[src/hw/gpp_pkg.sv]
// gpp_pkg: shared constants for the gpio port pin control block
package gpp_pkg;

	// register selects on the documented register port
	localparam logic [1:0] GPP_SEL_PIN_INPUT    = 2'h0;
	localparam logic [1:0] GPP_SEL_DIRECTION    = 2'h1;
	localparam logic [1:0] GPP_SEL_OUTPUT_VALUE = 2'h2;

	// default port width and values after reset
	localparam int unsigned GPP_PORT_WIDTH    = 8;
	localparam logic [7:0]  GPP_DIR_RESET     = 8'h00;
	localparam logic [7:0]  GPP_OUT_RESET     = 8'h00;
	localparam logic [7:0]  GPP_RD_RESET      = 8'h00;
	localparam logic [7:0]  GPP_UNMAPPED_READ = 8'h00;

	// synchroniser delay, in clock periods, seen from a software write
	localparam int unsigned GPP_SW_READBACK_CYCLES = 1;

endpackage

[src/hw/gpp_sync_if.sv]
// gpp_sync_if: pad sample path between the port top and its synchroniser
`timescale 1ns/1ps
interface gpp_sync_if #(
	parameter int unsigned WIDTH = 8
);
	logic [WIDTH-1:0] pad_level;  // raw pad levels toward the synchroniser
	logic [WIDTH-1:0] pin_sync;   // synchronised pin values back to the port

	modport port_side (
		output pad_level,
		input  pin_sync
	);
	modport sync_side (
		input  pad_level,
		output pin_sync
	);
endinterface

[src/hw/gpp_pin_sync.sv]
// gpp_pin_sync: two-stage pad input synchroniser, falling then rising edge
`timescale 1ns/1ps
module gpp_pin_sync
	import gpp_pkg::*;
#(
	parameter int unsigned WIDTH = GPP_PORT_WIDTH
) (
	input  wire logic i_clock,          // system clock
	input  wire logic i_nrst,           // async reset, active low
	gpp_sync_if.sync_side sync          // pad levels in, synced values out
);

	typedef struct packed {
		logic [WIDTH-1:0] hold;  // stands in for the latch closed while clock is low
	} gpp_sync_lo_type;

	typedef struct packed {
		logic [WIDTH-1:0] pin;   // pin input register
	} gpp_sync_hi_type;

	gpp_sync_lo_type lo_q;
	gpp_sync_lo_type lo_d;
	gpp_sync_hi_type hi_q;
	gpp_sync_hi_type hi_d;

	// first stage only feeds the second stage
	always_comb begin
		lo_d      = lo_q;
		lo_d.hold = sync.pad_level;
		hi_d      = hi_q;
		hi_d.pin  = lo_q.hold;
	end

	// capture on the falling edge gives the half to one and a half period delay
	always_ff @(negedge i_clock or negedge i_nrst) begin
		if (!i_nrst) begin
			lo_q <= '0;
		end else begin
			lo_q <= lo_d;
		end
	end

	// load the pin input register on the following rising edge
	always_ff @(posedge i_clock or negedge i_nrst) begin
		if (!i_nrst) begin
			hi_q <= '0;
		end else begin
			hi_q <= hi_d;
		end
	end

	assign sync.pin_sync = hi_q.pin;

endmodule

[src/hw/gpp_port.sv]
// gpp_port: one general purpose i/o port with direction, value and pin input registers
// What this block does
// - direction bit one makes the pin an output, zero an input.
// - input with value bit one gets a pull-up unless global disable is set.
// - pull-up off when value bit is zero or pin is an output.
// - reset tri-states every pin at once, with no clock needed.
// - output pins drive high for value one, low for value zero.
// - writing one to the pin input location inverts that value bit; zeros ignored.
// - pin input location stores nothing; value and direction are read/write.
// - global pull-up disable turns off every pull-up in the port.
// - synchronised pin value is readable whatever the direction.
// - pad passes a falling-edge hold then a rising-edge register.
// - written value reaches the pin input register one clock later.
// - a single-bit update changes no other pin of the port.
// - pins used by other functions leave the rest usable as plain i/o.
`timescale 1ns/1ps
module gpp_port
	import gpp_pkg::*;
#(
	parameter int unsigned WIDTH = GPP_PORT_WIDTH
) (
	input  wire logic             i_clock,                 // system clock, 20 MHz
	input  wire logic             i_nrst,                  // async reset, active low
	input  wire logic             i_wr_en,                 // register write strobe
	input  wire logic [1:0]       i_wr_sel,                // register written
	input  wire logic [WIDTH-1:0] i_wr_data,               // write data
	input  wire logic [WIDTH-1:0] i_wr_mask,               // bits taking part in write
	input  wire logic             i_rd_en,                 // register read strobe
	input  wire logic [1:0]       i_rd_sel,                // register read
	output logic      [WIDTH-1:0] o_rd_data,               // read data, one cycle later
	input  wire logic             i_global_pullup_disable, // kills all pull-ups
	input  wire logic [WIDTH-1:0] i_pad_in,                // pad input levels
	output logic      [WIDTH-1:0] o_pad_out,               // pad drive level
	output logic      [WIDTH-1:0] o_pad_oe,                // pad drive enable, high drives
	output logic      [WIDTH-1:0] o_pullup_en              // pad pull-up enable
);

	typedef struct packed {
		logic [WIDTH-1:0] port_direction;
		logic [WIDTH-1:0] port_output_value;
		logic [WIDTH-1:0] rd_data;
	} gpp_state_type;

	gpp_state_type state_q;
	gpp_state_type state_d;
	logic [WIDTH-1:0] port_pin_input;

	gpp_sync_if #(.WIDTH(WIDTH)) sync_bus ();

	// pads always feed the synchroniser, also when the pin drives itself
	assign sync_bus.pad_level = i_pad_in;
	assign port_pin_input     = sync_bus.pin_sync;

	gpp_pin_sync #(
		.WIDTH (WIDTH)
	) gpp_pin_sync_inst (
		.i_clock (i_clock),
		.i_nrst  (i_nrst),
		.sync    (sync_bus)
	);

	// masked merge keeps unselected pins untouched
	function automatic logic [WIDTH-1:0] merge_bits(
		input logic [WIDTH-1:0] old_bits,
		input logic [WIDTH-1:0] new_bits,
		input logic [WIDTH-1:0] mask
	);
		merge_bits = (old_bits & ~mask) | (new_bits & mask);
	endfunction

	// register writes and read data capture
	always_comb begin
		state_d = state_q;
		if (i_wr_en) begin
			case (i_wr_sel)
				GPP_SEL_DIRECTION: begin
					state_d.port_direction = merge_bits(state_q.port_direction,
						i_wr_data, i_wr_mask);
				end
				GPP_SEL_OUTPUT_VALUE: begin
					state_d.port_output_value = merge_bits(state_q.port_output_value,
						i_wr_data, i_wr_mask);
				end
				GPP_SEL_PIN_INPUT: begin
					// toggle ignores direction; no storage behind this location
					state_d.port_output_value = state_q.port_output_value
						^ (i_wr_data & i_wr_mask);
				end
				default: begin
					state_d = state_q;
				end
			endcase
		end
		if (i_rd_en) begin
			case (i_rd_sel)
				GPP_SEL_PIN_INPUT:    state_d.rd_data = port_pin_input;
				GPP_SEL_DIRECTION:    state_d.rd_data = state_q.port_direction;
				GPP_SEL_OUTPUT_VALUE: state_d.rd_data = state_q.port_output_value;
				default:              state_d.rd_data = WIDTH'(GPP_UNMAPPED_READ);
			endcase
		end
	end

	// async clear releases every pad even with the clock stopped
	always_ff @(posedge i_clock or negedge i_nrst) begin
		if (!i_nrst) begin
			state_q.port_direction    <= WIDTH'(GPP_DIR_RESET);
			state_q.port_output_value <= WIDTH'(GPP_OUT_RESET);
			state_q.rd_data           <= WIDTH'(GPP_RD_RESET);
		end else begin
			state_q <= state_d;
		end
	end

	// pad control is per bit, so other functions on some pins leave the rest alone
	assign o_pad_oe    = state_q.port_direction;
	assign o_pad_out   = state_q.port_output_value;
	assign o_pullup_en = ~state_q.port_direction & state_q.port_output_value
		& {WIDTH{~i_global_pullup_disable}};
	assign o_rd_data   = state_q.rd_data;
endmodule

[config.mk]
export PLATFORM = sky130hd
export DESIGN_NAME = gpp_port
export DESIGN_NICKNAME = d
export VERILOG_FILES = /design/src/hw/gpp_pkg.sv /design/src/hw/gpp_sync_if.sv /design/src/hw/gpp_pin_sync.sv /design/src/hw/gpp_port.sv
export SDC_FILE = /design/constraint.sdc
export NUM_CORES = 1
export LEC_CHECK = 0
export ABC_CLOCK_PERIOD_IN_PS = 1630
export BUFFER_PORTS_ARGS = -buffer_cell sky130_fd_sc_hd__buf_2
export CORE_ASPECT_RATIO = 0.9
export CORE_MARGIN = 3
export CORE_UTILIZATION = 50
export CTS_CLUSTER_SIZE = 14
export DETAILED_ROUTE_END_ITERATION = 10
export PLACE_DENSITY_LB_ADDON = 0.15
export SETUP_SLACK_MARGIN = 0.15
export SLEW_MARGIN = 40
export SYNTH_ARGS = -nofsm -noshare
export SYNTH_HDL_FRONTEND = slang
export SYNTH_SLANG_ARGS = --single-unit
[constraint.sdc]
create_clock -name i_clock -period 1.63 [get_ports i_clock]
set_input_delay 0.326 -clock i_clock [delete_from_list [all_inputs] [get_ports i_clock]]
set_output_delay 0.326 -clock i_clock [all_outputs]
set_load 0.01 [all_outputs]
# ---- Word-level counts from Yosys, hierarchy flattened
# Cells that the tools add are included.
# W data, S select, Z words.
dict set report totals {
  reg_bits 40
  elab_cells 28
}
dict set report classes {
  n_eq_ne 4
  n_mux 3
  bitwise 11
  n_reduce_logical 5
}
# operator n
set ops {}
lappend ops {{$and A8 B8 Y8} 5}
lappend ops {{$pmux W8 S3} 1}
lappend ops {{$not A8 Y8} 2}
lappend ops {{$or A8 B8 Y8} 2}
lappend ops {{$pmux W8 S2} 1}
lappend ops {{$mux W8} 1}
lappend ops {{$xor A8 B8 Y8} 1}
lappend ops {{$eq A2 B1 Y1 const B} 2}
lappend ops {{$eq A2 B2 Y1 const B} 2}
lappend ops {{$logic_not A2 Y1} 2}
lappend ops {{$reduce_and A2 Y1} 2}
lappend ops {{$reduce_bool A2 Y1} 1}
lappend ops {{$not A1 Y1} 1}

# ---- Depth between registers and ports, before layout
# Gate-level depths: netlist (run 1).
dict set report depth {
  depth_word 4
  ltp_mapped 5
}

# ---- Hierarchy
# A second synthesis (run 1) with hierarchy kept.
dict set report hier_totals {
  hier_cells 163
  area_unflattened_um2 1742.9
}
# module n_inst cells_per_inst area_each_um2
set by_module_without_submodules {}
lappend by_module_without_submodules {gpp_port 1 147 1342.5}
lappend by_module_without_submodules {gpp_pin_sync 1 16 400.4}

==> run metrics, run 1 <==
Power Density=1100 mW/mm^2; I/O Buffers=64; Max Slew Vio Count=0; delay-heaviest family, CP=flip-flops; HPWL Detailed=3110 um; CTS tree=built; cell count along the critical path=3; vias in the first global route=1373; Reg-to-Reg Start=gpp_pin_sync_inst.hi_d[3]; Synth Cell Area=0.00174 mm^2; Warnings, synthesis=0; Final period util=0.871; max frequency=0.705 GHz; Core Rows=19; setup slack, reg-to-reg=0.37 ns; worst clock skew=0.00685 ns; routed wire length=4410 um; worst relative slew slack=0.738; max incr delay on CP=0.41 ns; Fillers=253; Flop pwr share=0.490; Critical Path RT=1.30 ns; Die Span Y=62.0 um; nets=274; Max Cap Violations=0; Tmin final=1.42 ns; switching share of power=0.289; die span in x=68.2 um; path depth of the worst reg2reg path=0; Worst Path Max Fanout=4; Area Growth Syn to Fin=30.7%; CP startpoint kind=flip-flop; Die ar.=0.00423 mm^2; initial DRC count=84; Ports=65; initial antenna violation count=0; DR pass1 iterations=4; first-pass GRT wire length=6690 um; clk buf depth=2; total power draw=2.51 mW; ANT cells=0; GP Congestion=0.691; CTS buffer count=5; Tot GR Track Use=0.223; reg2reg end=gpp_pin_sync_inst.sync.pin_sync[3]; clock power share=0.264; Reg clk slew, reported paths=0.07 ns; Net Count, Synth=196; largest net degree at the start of global routing=17; status=finished, final reports clean; Cells after Synth=163; Comb power frac=0.246; area of the core=0.00319 mm^2; via/cell ratio=5.33; drt drc=0; Critical-path top delay cell=dfrtp_1; CP Class=flip-flop to primary output; Slew @ Worst Pin=0.392 ns; clk sinks=40; H-tree levels=2; gr ovfl total=0; NetSw=726 uW; post-synthesis cell type count=18; sequential share of the synthesized area=0.574; CP endpoint kind=primary output; FF+latch count, synth=40; Clk Tree Root Cell=clkbuf_8; Leak Pwr=1.15 nW; Cell Chain, Critical Path=inv_1, nor3_1, buf_2; worst hold path type=input port to asynchronous set/reset pin; RSZ-0062 raised after global routing=no; Worst Path Buf+Inv=2; layout cells sized above 1=0.421; Starting Density=0.547; setup violators final=0; DR WL/cell=15.5 um; setup_tns=0 ns; Peak VDD IR=0.826 mV; clock latency on the worst-skew pair=0.29 ns; Routed Antenna Nets=0; Worst Path Arrival=1.09 ns; Final Hold Vio Count=0; Power Internal=1.78 mW; via count=1513; Mapped Avg Cell Area=10.7 um^2
## layout make-up
class                      count  area (um^2)  area share
multi-input combinational    106          661       0.290
clock buffer                   8         90.1      0.0396
timing repair buffer          80          443       0.195
tap                           42         52.6      0.0231
sequential                    40         1000       0.440
inverter                       8         30.0      0.0132
## synth_stat cells
cell / count / share of area
nand2_1: 16 / 0.034
mux2i_1: 8 / 0.046
o21ai_0: 24 / 0.069
dfrtn_1: 8 / 0.11
nor2_1: 16 / 0.034
and3b_1: 1 / 0.0050
or2_2: 8 / 0.029
nor2b_1: 1 / 0.0036
nor3_1: 8 / 0.023
a31oi_1: 8 / 0.029
inv_1: 8 / 0.017
mux2_4: 8 / 0.069
dfrtp_1: 32 / 0.46
buf_6: 2 / 0.013
clkbuf_1: 4 / 0.0086
buf_4: 2 / 0.0086
nand3b_1: 8 / 0.034
buf_1: 1 / 0.0022
## cell usage in the layout (no fill, tap or decap), types with 2 or more instances in the layout
master    netlist  layout
mux2_4          8       8
mux2i_1         8       8
nand2_1        16      16
dfrtp_1        32      32
nor3_1          8       7
dfrtn_1         8       8
clkbuf_1        4       2
clkbuf_8        0       6
buf_2           0      64
or2_2           8       8
a31oi_1         8       8
o21ai_0        24      24
buf_4           2      15
inv_1           8       8
nand3b_1        8       8
nor2_1         16      16
## layer usage
layer / global-route usage / share of wire
met4: 0.0708 / 0.010
met3: 0.0594 / 0.096
met1: 0.285 / 0.39
met5: 0 / 0
met2: 0.375 / 0.50
## through the flow
stage	area (um^2)	setup WS [ns]	hold slack, ns	instances	util
CTS	2220	0.173	0.203	277	0.697
finish	2280	0.211	0.197	284	0.715
global placement	2120	0.240	0.288	268	0.665
global route	2280	0.151	0.237	284	0.715
detailed placement	2120	0.222	0.296	268	0.665
floorplan	1740	0.345	0.0304	163	-
## timing repair
item                                    in CTS  in global routing
endpoints found under the setup margin       0                  6
setup buffers                                0                  7
hold buffers                                 1                  0
gates resized for setup                      0                  1
hold endpoints to repair                     7                  0
## power by group through the flow
stage	clock (mW)	sequential, mW	combinational [mW]
final	0.663	1.23	0.617
after CTS	0.678	1.23	0.563
after global routing	0.719	1.25	0.679
after floorplan	0	1.29	0.250
after detailed placement	0	1.25	0.557
after global placement	0	1.24	0.542
## worst max-delay path by stage
stage                      from                   endpoint  slack (ns)
finish                flip-flop             o_pullup_en[2]        0.21
global route          flip-flop             o_pullup_en[2]        0.15
CTS                   flip-flop             o_pullup_en[5]        0.17
detailed placement  i_wr_sel[0]                  flip-flop        0.22
global placement    i_pad_in[0]  gpp_pin_sync_inst.hi_d[0]        0.24
floorplan           i_pad_in[0]  gpp_pin_sync_inst.hi_d[0]        0.34
## logic make-up (layout without fill, tap and decap cells)
logic type,Yosys count,in the layout,share of synthesized area
AOI/OAI and AO/OA,32,32,0.0976
DFF,40,40,0.574
buffers and inverters,17,96,0.0495
and+or+nand+nor,58,58,0.164
muxes,16,16,0.115
No activity file was read; power rests on OpenSTA's default activity.
==> run 2, diff against run 1 <==
--- a/config.mk
+++ b/config.mk
@@ -5,8 +5,9 @@
 export SDC_FILE = /design/constraint.sdc
 export NUM_CORES = 1
 export LEC_CHECK = 0
+export ABC_AREA = 1
 export ABC_CLOCK_PERIOD_IN_PS = 1630
-export BUFFER_PORTS_ARGS = -buffer_cell sky130_fd_sc_hd__buf_2
+export BUFFER_PORTS_ARGS = -buffer_cell sky130_fd_sc_hd__buf_4
 export CORE_ASPECT_RATIO = 0.9
 export CORE_MARGIN = 3
 export CORE_UTILIZATION = 50
==> run 2 against run 1 <==
  * Hold slack gained 0.063 ns
  * Critical path depth down 1
  * Setup slack better by 0.0027 ns
  * Clock skew increased by 0.00082 ns
  * Final cell count up 19%
  * Synthesized cell count increased by 39%
  * Die area increased by 5.5%
  * Design area rose by 8.9%
  * First-iteration DRC count grew 8.3%
  * Core utilization up 0.33 points
  * Critical path type unchanged
==> run metrics, run 2 <==
status=finished, final reports clean; Ports=65; Post-synth ARST share=1.00; Net Count, Synth=260; max incr delay on CP=0.45 ns; Area Growth Syn to Fin=34.2%; initial antenna violation count=0; CP Class=flip-flop to primary output; worst hold stages=3; Max Cap Violations=0; post-synth top area share=0.433; Peak VDD IR=0.748 mV; clock power share=0.274; Comb power frac=0.249; most frequent cells in the layout=nand2_1 (86), buf_4 (66), nand3_1 (38), dfrtp_1 (31), inv_1 (23); CP endpoint kind=primary output; worst hold path type=input port to flip-flop; clk sinks=40; grt met2 use=0.341; first-pass GRT wire length=7490 um; DR pass1 iterations=4; Tot GR Track Use=0.215; Synth Cell Area=0.00185 mm^2; cell taking the most area after synthesis=dfrtp_1; cell with the most instances after synthesis=nand2_1; CP startpoint kind=flip-flop; routed wire length=4420 um; Warnings, synthesis=0; via/cell ratio=5.19; Starting Density=0.535; post-synthesis cell type count=16; Cell Chain, Critical Path=nor3b_1, buf_4; Worst Path Arrival=1.09 ns; initial DRC count=91; Clk Tree Root Cell=clkbuf_8; vias in the first global route=1624; Die ar.=0.00446 mm^2; Most used DFF post-synth=dfrtp_1; Tmin final=1.42 ns; most common cell after layout, fill and taps aside=nand2_1; worst clock skew=0.00768 ns; Post-synth EDFFs=0; met1 usage=0.287; die span in x=70.1 um; Final Hold Vio Count=0; Die Span Y=63.7 um; CTS buffer count=5; reg2reg end=gpp_pin_sync_inst.sync.pin_sync[0]; NetSw=798 uW; Final period util=0.869; GP Congestion=0.809; Multi-input gate area=721 um^2; Mapped Avg Cell Area=8.14 um^2; switching share of power=0.301; I/O Buffers=64; Power Density=1070 mW/mm^2; nets=327; Max Slew Vio Count=0; path depth of the worst reg2reg path=0; FF+latch count, synth=40; gr ovfl total=0; RSZ-0062 raised after global routing=no; setup_tns=0 ns; Core Rows=20; sequential share of the synthesized area=0.542; Flop pwr share=0.478; setup slack, reg-to-reg=0.36 ns; clock latency on the worst-skew pair=0.29 ns; setup violators final=0; worst relative slew slack=0.824; Routed Antenna Nets=0; DR WL/cell=13.0 um; final setup margin=0.214 ns; max frequency=0.706 GHz; Storage cell area=0.00100 mm^2; Critical Path RT=1.30 ns; HPWL Detailed=3340 um; via count=1761; Post-synth top cells=nand2_1 (86), nand3_1 (38), dfrtp_1 (32); Reg-to-Reg Start=gpp_pin_sync_inst.hi_d[0]; drt drc=0; CTS tree=built; Fillers=280; busiest grt layer=met2; largest net degree at the start of global routing=23; Leak Pwr=1.34 nW; area of the core=0.00345 mm^2; H-tree levels=2; clk buf depth=2; hold path start=i_wr_data[7]; Cells after Synth=227; pre-CTS setup slack=0.225 ns; Critical-path top delay cell=dfrtp_1; layout cells sized above 1=0.281; ANT cells=0; GR Layer Usage met3=0.0542; synth top area cells=dfrtp_1 (43%), nand2_1 (17%), dfrtn_1 (11%), nand3_1 (10%), inv_1 (4.7%); Slew @ Worst Pin=0.263 ns; Power Internal=1.86 mW; total power draw=2.66 mW; Reg clk slew, reported paths=0.08 ns; Worst Path Max Fanout=5
run 2: changes by cell type in the layout (fill, tap and decap cells not counted), sizes merged, moves of 13 or more:
cell and change:
buf -13, nand2 +71, o21ai -22, nand3 +38
inv +17
run 2: layout make-up:
cell class / instances / share of cell area
sequential: 40 / 0.404
inverter: 25 / 0.0378
timing repair buffer: 67 / 0.204
clock buffer: 7 / 0.0394
clock inverter: 1 / 0.00202
tap: 44 / 0.0222
multi-input combinational: 155 / 0.291
run 2: worst max-delay path by stage:
stage / start / end / slack [ns]
5_1_grt: flip-flop / o_pullup_en[4] / 0.15
6_report: flip-flop / o_pullup_en[4] / 0.21
3_3_place_gp: i_pad_in[1] / gpp_pin_sync_inst.hi_d[1] / 0.23
2_1_floorplan: i_pad_in[0] / gpp_pin_sync_inst.hi_d[0] / 0.34
3_5_place_dp: i_pad_in[6] / gpp_pin_sync_inst.hi_d[6] / 0.23
4_1_cts: flip-flop / o_pullup_en[1] / 0.16
run 2: repair_timing:
action,CTS,global route
hold buffers,1,0
setup buffers,0,1
gates resized for setup,0,5
hold endpoints to repair,13,0
endpoints found under the setup margin,0,4
run 2: power groups by stage:
stage	Combinational (mW)	Sequential [mW]	Clock [mW]
5_1_grt	0.738	1.29	0.787
6_report	0.661	1.27	0.726
2_1_floorplan	0.253	1.30	0
4_1_cts	0.653	1.27	0.740
3_3_place_gp	0.634	1.28	0
3_5_place_dp	0.649	1.29	0
run 2: cell families (layout without fill, tap and decap cells):
group                  after synthesis  after routing  share of synthesized area
AOI/OAI and AO/OA                    2              2                    0.00542
buffers and inverters               32            100                     0.0792
DFF                                 40             40                      0.542
and+or+nand+nor                    153            153                      0.374
run 2: stage by stage:
stage               std cells  utilization  area, um^2  hold WS, ns
floorplan                 227            -        1850       0.0304
CTS                       338        0.710        2450        0.249
detailed placement        329        0.677        2340        0.223
global placement          329        0.677        2340        0.220
global route              339        0.718        2480        0.273
finish                    339        0.718        2480        0.260
run 2: critical path: cells and delay by family, from the launching register on:
kind                   cells  cell delay [ns]
buffers and inverters      1             0.15
flip-flops                 1             0.45
AND/OR/NAND/NOR            1             0.21
run 2: layer usage:
| metal | share of wire | vias up |
|---|---|---|
| met5 | 0 | - |
| met4 | 0.0063 | 0 |
| met3 | 0.077 | 2 |
| met2 | 0.49 | 77 |
| met1 | 0.43 | 826 |
| li1 | - | 856 |
==> run 3, diff against run 2 <==
--- a/config.mk
+++ b/config.mk
@@ -6,11 +6,11 @@
 export NUM_CORES = 1
 export LEC_CHECK = 0
 export ABC_AREA = 1
-export ABC_CLOCK_PERIOD_IN_PS = 1630
+export ABC_CLOCK_PERIOD_IN_PS = 1200
 export BUFFER_PORTS_ARGS = -buffer_cell sky130_fd_sc_hd__buf_4
 export CORE_ASPECT_RATIO = 0.9
 export CORE_MARGIN = 3
-export CORE_UTILIZATION = 50
+export CORE_UTILIZATION = 44
 export CTS_CLUSTER_SIZE = 14
 export DETAILED_ROUTE_END_ITERATION = 10
 export PLACE_DENSITY_LB_ADDON = 0.15
==> constraint.sdc (replaced) <==
create_clock -name i_clock -period 1.2 [get_ports i_clock]
set_input_delay 0.24 -clock i_clock [delete_from_list [all_inputs] [get_ports i_clock]]
set_output_delay 0.24 -clock i_clock [all_outputs]
set_load 0.01 [all_outputs]
==> run 3 against run 2 <==
  * The run now ends with setup timing left
  * Sequential cell count unchanged
  * Core utilization up 5.8 points
  * Register-to-register slack got worse by 0.23 ns
  * Clock power rose by 37%
  * Setup slack got worse by 0.29 ns
  * Die area is 12% higher
  * Final cell count increased by 12%
  * Critical path depth grew 2
  * Sequential power is 31% higher
  * Design area grew 22%
  * Non-clock buffer count up 38
  * Clock skew decreased by 0.0022 ns
==> run metrics, run 3 (synthesis results as in run 2) <==
CP endpoint kind=primary output; worst clock skew=0.00546 ns; layout cells sized above 1=0.429; hold path start=i_wr_data[6]; CTS buffer count=5; Reg-to-Reg Start=gpp_pin_sync_inst.hi_d[5]; most common cell after layout, fill and taps aside=nand2_1; drt drc=0; Leak Pwr=1.61 nW; Clk Tree Root Cell=clkbuf_8; die span in x=74.3 um; ANT cells=0; worst relative slew slack=0.760; Cell Chain, Critical Path=inv_1, nand2_1, nor2_1, buf_4; Ports=65; Worst Path Max Fanout=2; Critical-path top delay cell=dfrtp_1; largest net degree at the start of global routing=21; vias in the first global route=1861; pre-CTS setup slack=0.0901 ns; Area Growth Syn to Fin=63.4%; max frequency=0.783 GHz; via/cell ratio=5.15; Worst Path Arrival=1.04 ns; status=finished, violations left; first-pass GRT wire length=8400 um; I/O Buffers=64; Die ar.=0.00501 mm^2; routed wire length=5560 um; via count=1950; DR pass1 iterations=4; most frequent cells in the layout=nand2_1 (84), buf_4 (65), buf_6 (39), dfrtp_1 (31); DR WL/cell=14.7 um; Final period util=1.06; worst hold path type=input port to flip-flop; Core Rows=21; gr ovfl total=0; Reg clk slew, reported paths=0.08 ns; final setup margin=-0.0774 ns; Die Span Y=67.5 um; Worst Path Buf+Inv=2; Area after DPL=0.00240 mm^2; setup violators final=10; Tot GR Track Use=0.225; clk sinks=40; initial antenna violation count=0; CP Class=flip-flop to primary output; nets=365; Power Density=1430 mW/mm^2; Tmin final=1.28 ns; CTS tree=built; Critical Path RT=0.96 ns; max incr delay on CP=0.40 ns; Starting Density=0.475; Max Slew Vio Count=0; CP startpoint kind=flip-flop; H-tree levels=2; delay-heaviest family, CP=flip-flops; clk buf depth=2; RSZ-0062 raised after global routing=yes; design area=0.00302 mm^2; HPWL Detailed=3500 um; GP Congestion=0.834; Final Hold Vio Count=0; initial DRC count=140; area of the core=0.00389 mm^2; clock latency on the worst-skew pair=0.30 ns; setup_tns=-0.421 ns; failing checks=setup timing; Routed Antenna Nets=0; Peak VDD IR=0.920 mV; Slew @ Worst Pin=0.360 ns; Max Cap Violations=0; total power draw=4.30 mW
run 3: cell types whose count changed in the layout (fill, tap and decap cells not counted), sizes merged:
cell,before,now
buf,66,104
run 3: path summary, 6_finish.rpt:
| kind | endpoint | slack (ns) | depth (start not counted) |
|---|---|---|---|
| worst max-delay path | o_pullup_en[6] | -0.08 | 4 |
| worst min-delay path | flip-flop | 0.18 | 3 |
| worst max register to register | gpp_pin_sync_inst.sync.pin_sync[5] | 0.13 | 0 |
| worst min register to register | o_rd_data[2] | 0.50 | 2 |
| max in group asynchronous | gpp_pin_sync_inst.hi_d[6] | 0.20 | 2 |
| min in group asynchronous | gpp_pin_sync_inst.sync.pin_sync[5] | 0.35 | 2 |
run 3: routing by layer:
metal  track usage  share of wire
met1         0.268           0.40
met2         0.400           0.53
met3        0.0565          0.058
met4        0.0689          0.014
met5             0              0
run 3: cell type report:
cell class                 count  area (um^2)
multi-input combinational    155          826
sequential                    40         1000
clock inverter                 1         5.00
tap                           46         57.6
inverter                      25         93.8
timing repair buffer         105          937
fill                         278          870
clock buffer                   7         97.6
run 3: where the power goes:
part,switching (mW),internal [mW]
sequential,0.137,1.53
clock,0.460,0.533
combinational,0.705,0.935
run 3: what timing repair did:
action	in CTS	in global routing
gates cloned	0	0
hold buffers	1	0
gates resized for setup	38	29
endpoints found under the hold margin	2	0
pin swaps	6	12
setup endpoints to repair	35	51
setup buffers	24	7
run 3: metrics by stage:
| stage | util | cells | hold WS, ns |
|---|---|---|---|
| detailed placement | 0.617 | 339 | 0.0858 |
| finish | 0.776 | 379 | 0.178 |
| CTS | 0.731 | 372 | 0.174 |
| global placement | 0.617 | 339 | 0.0852 |
| floorplan | - | 227 | -0.0556 |
| global route | 0.776 | 379 | 0.176 |
run 3: tightest hold or removal path, delay by kind of cell:
kind	cells	cell delay, ns
buffers and inverters	1	0.09
AOI/OAI and AO/OA	1	0.07
and+or+nand+nor	1	0.04
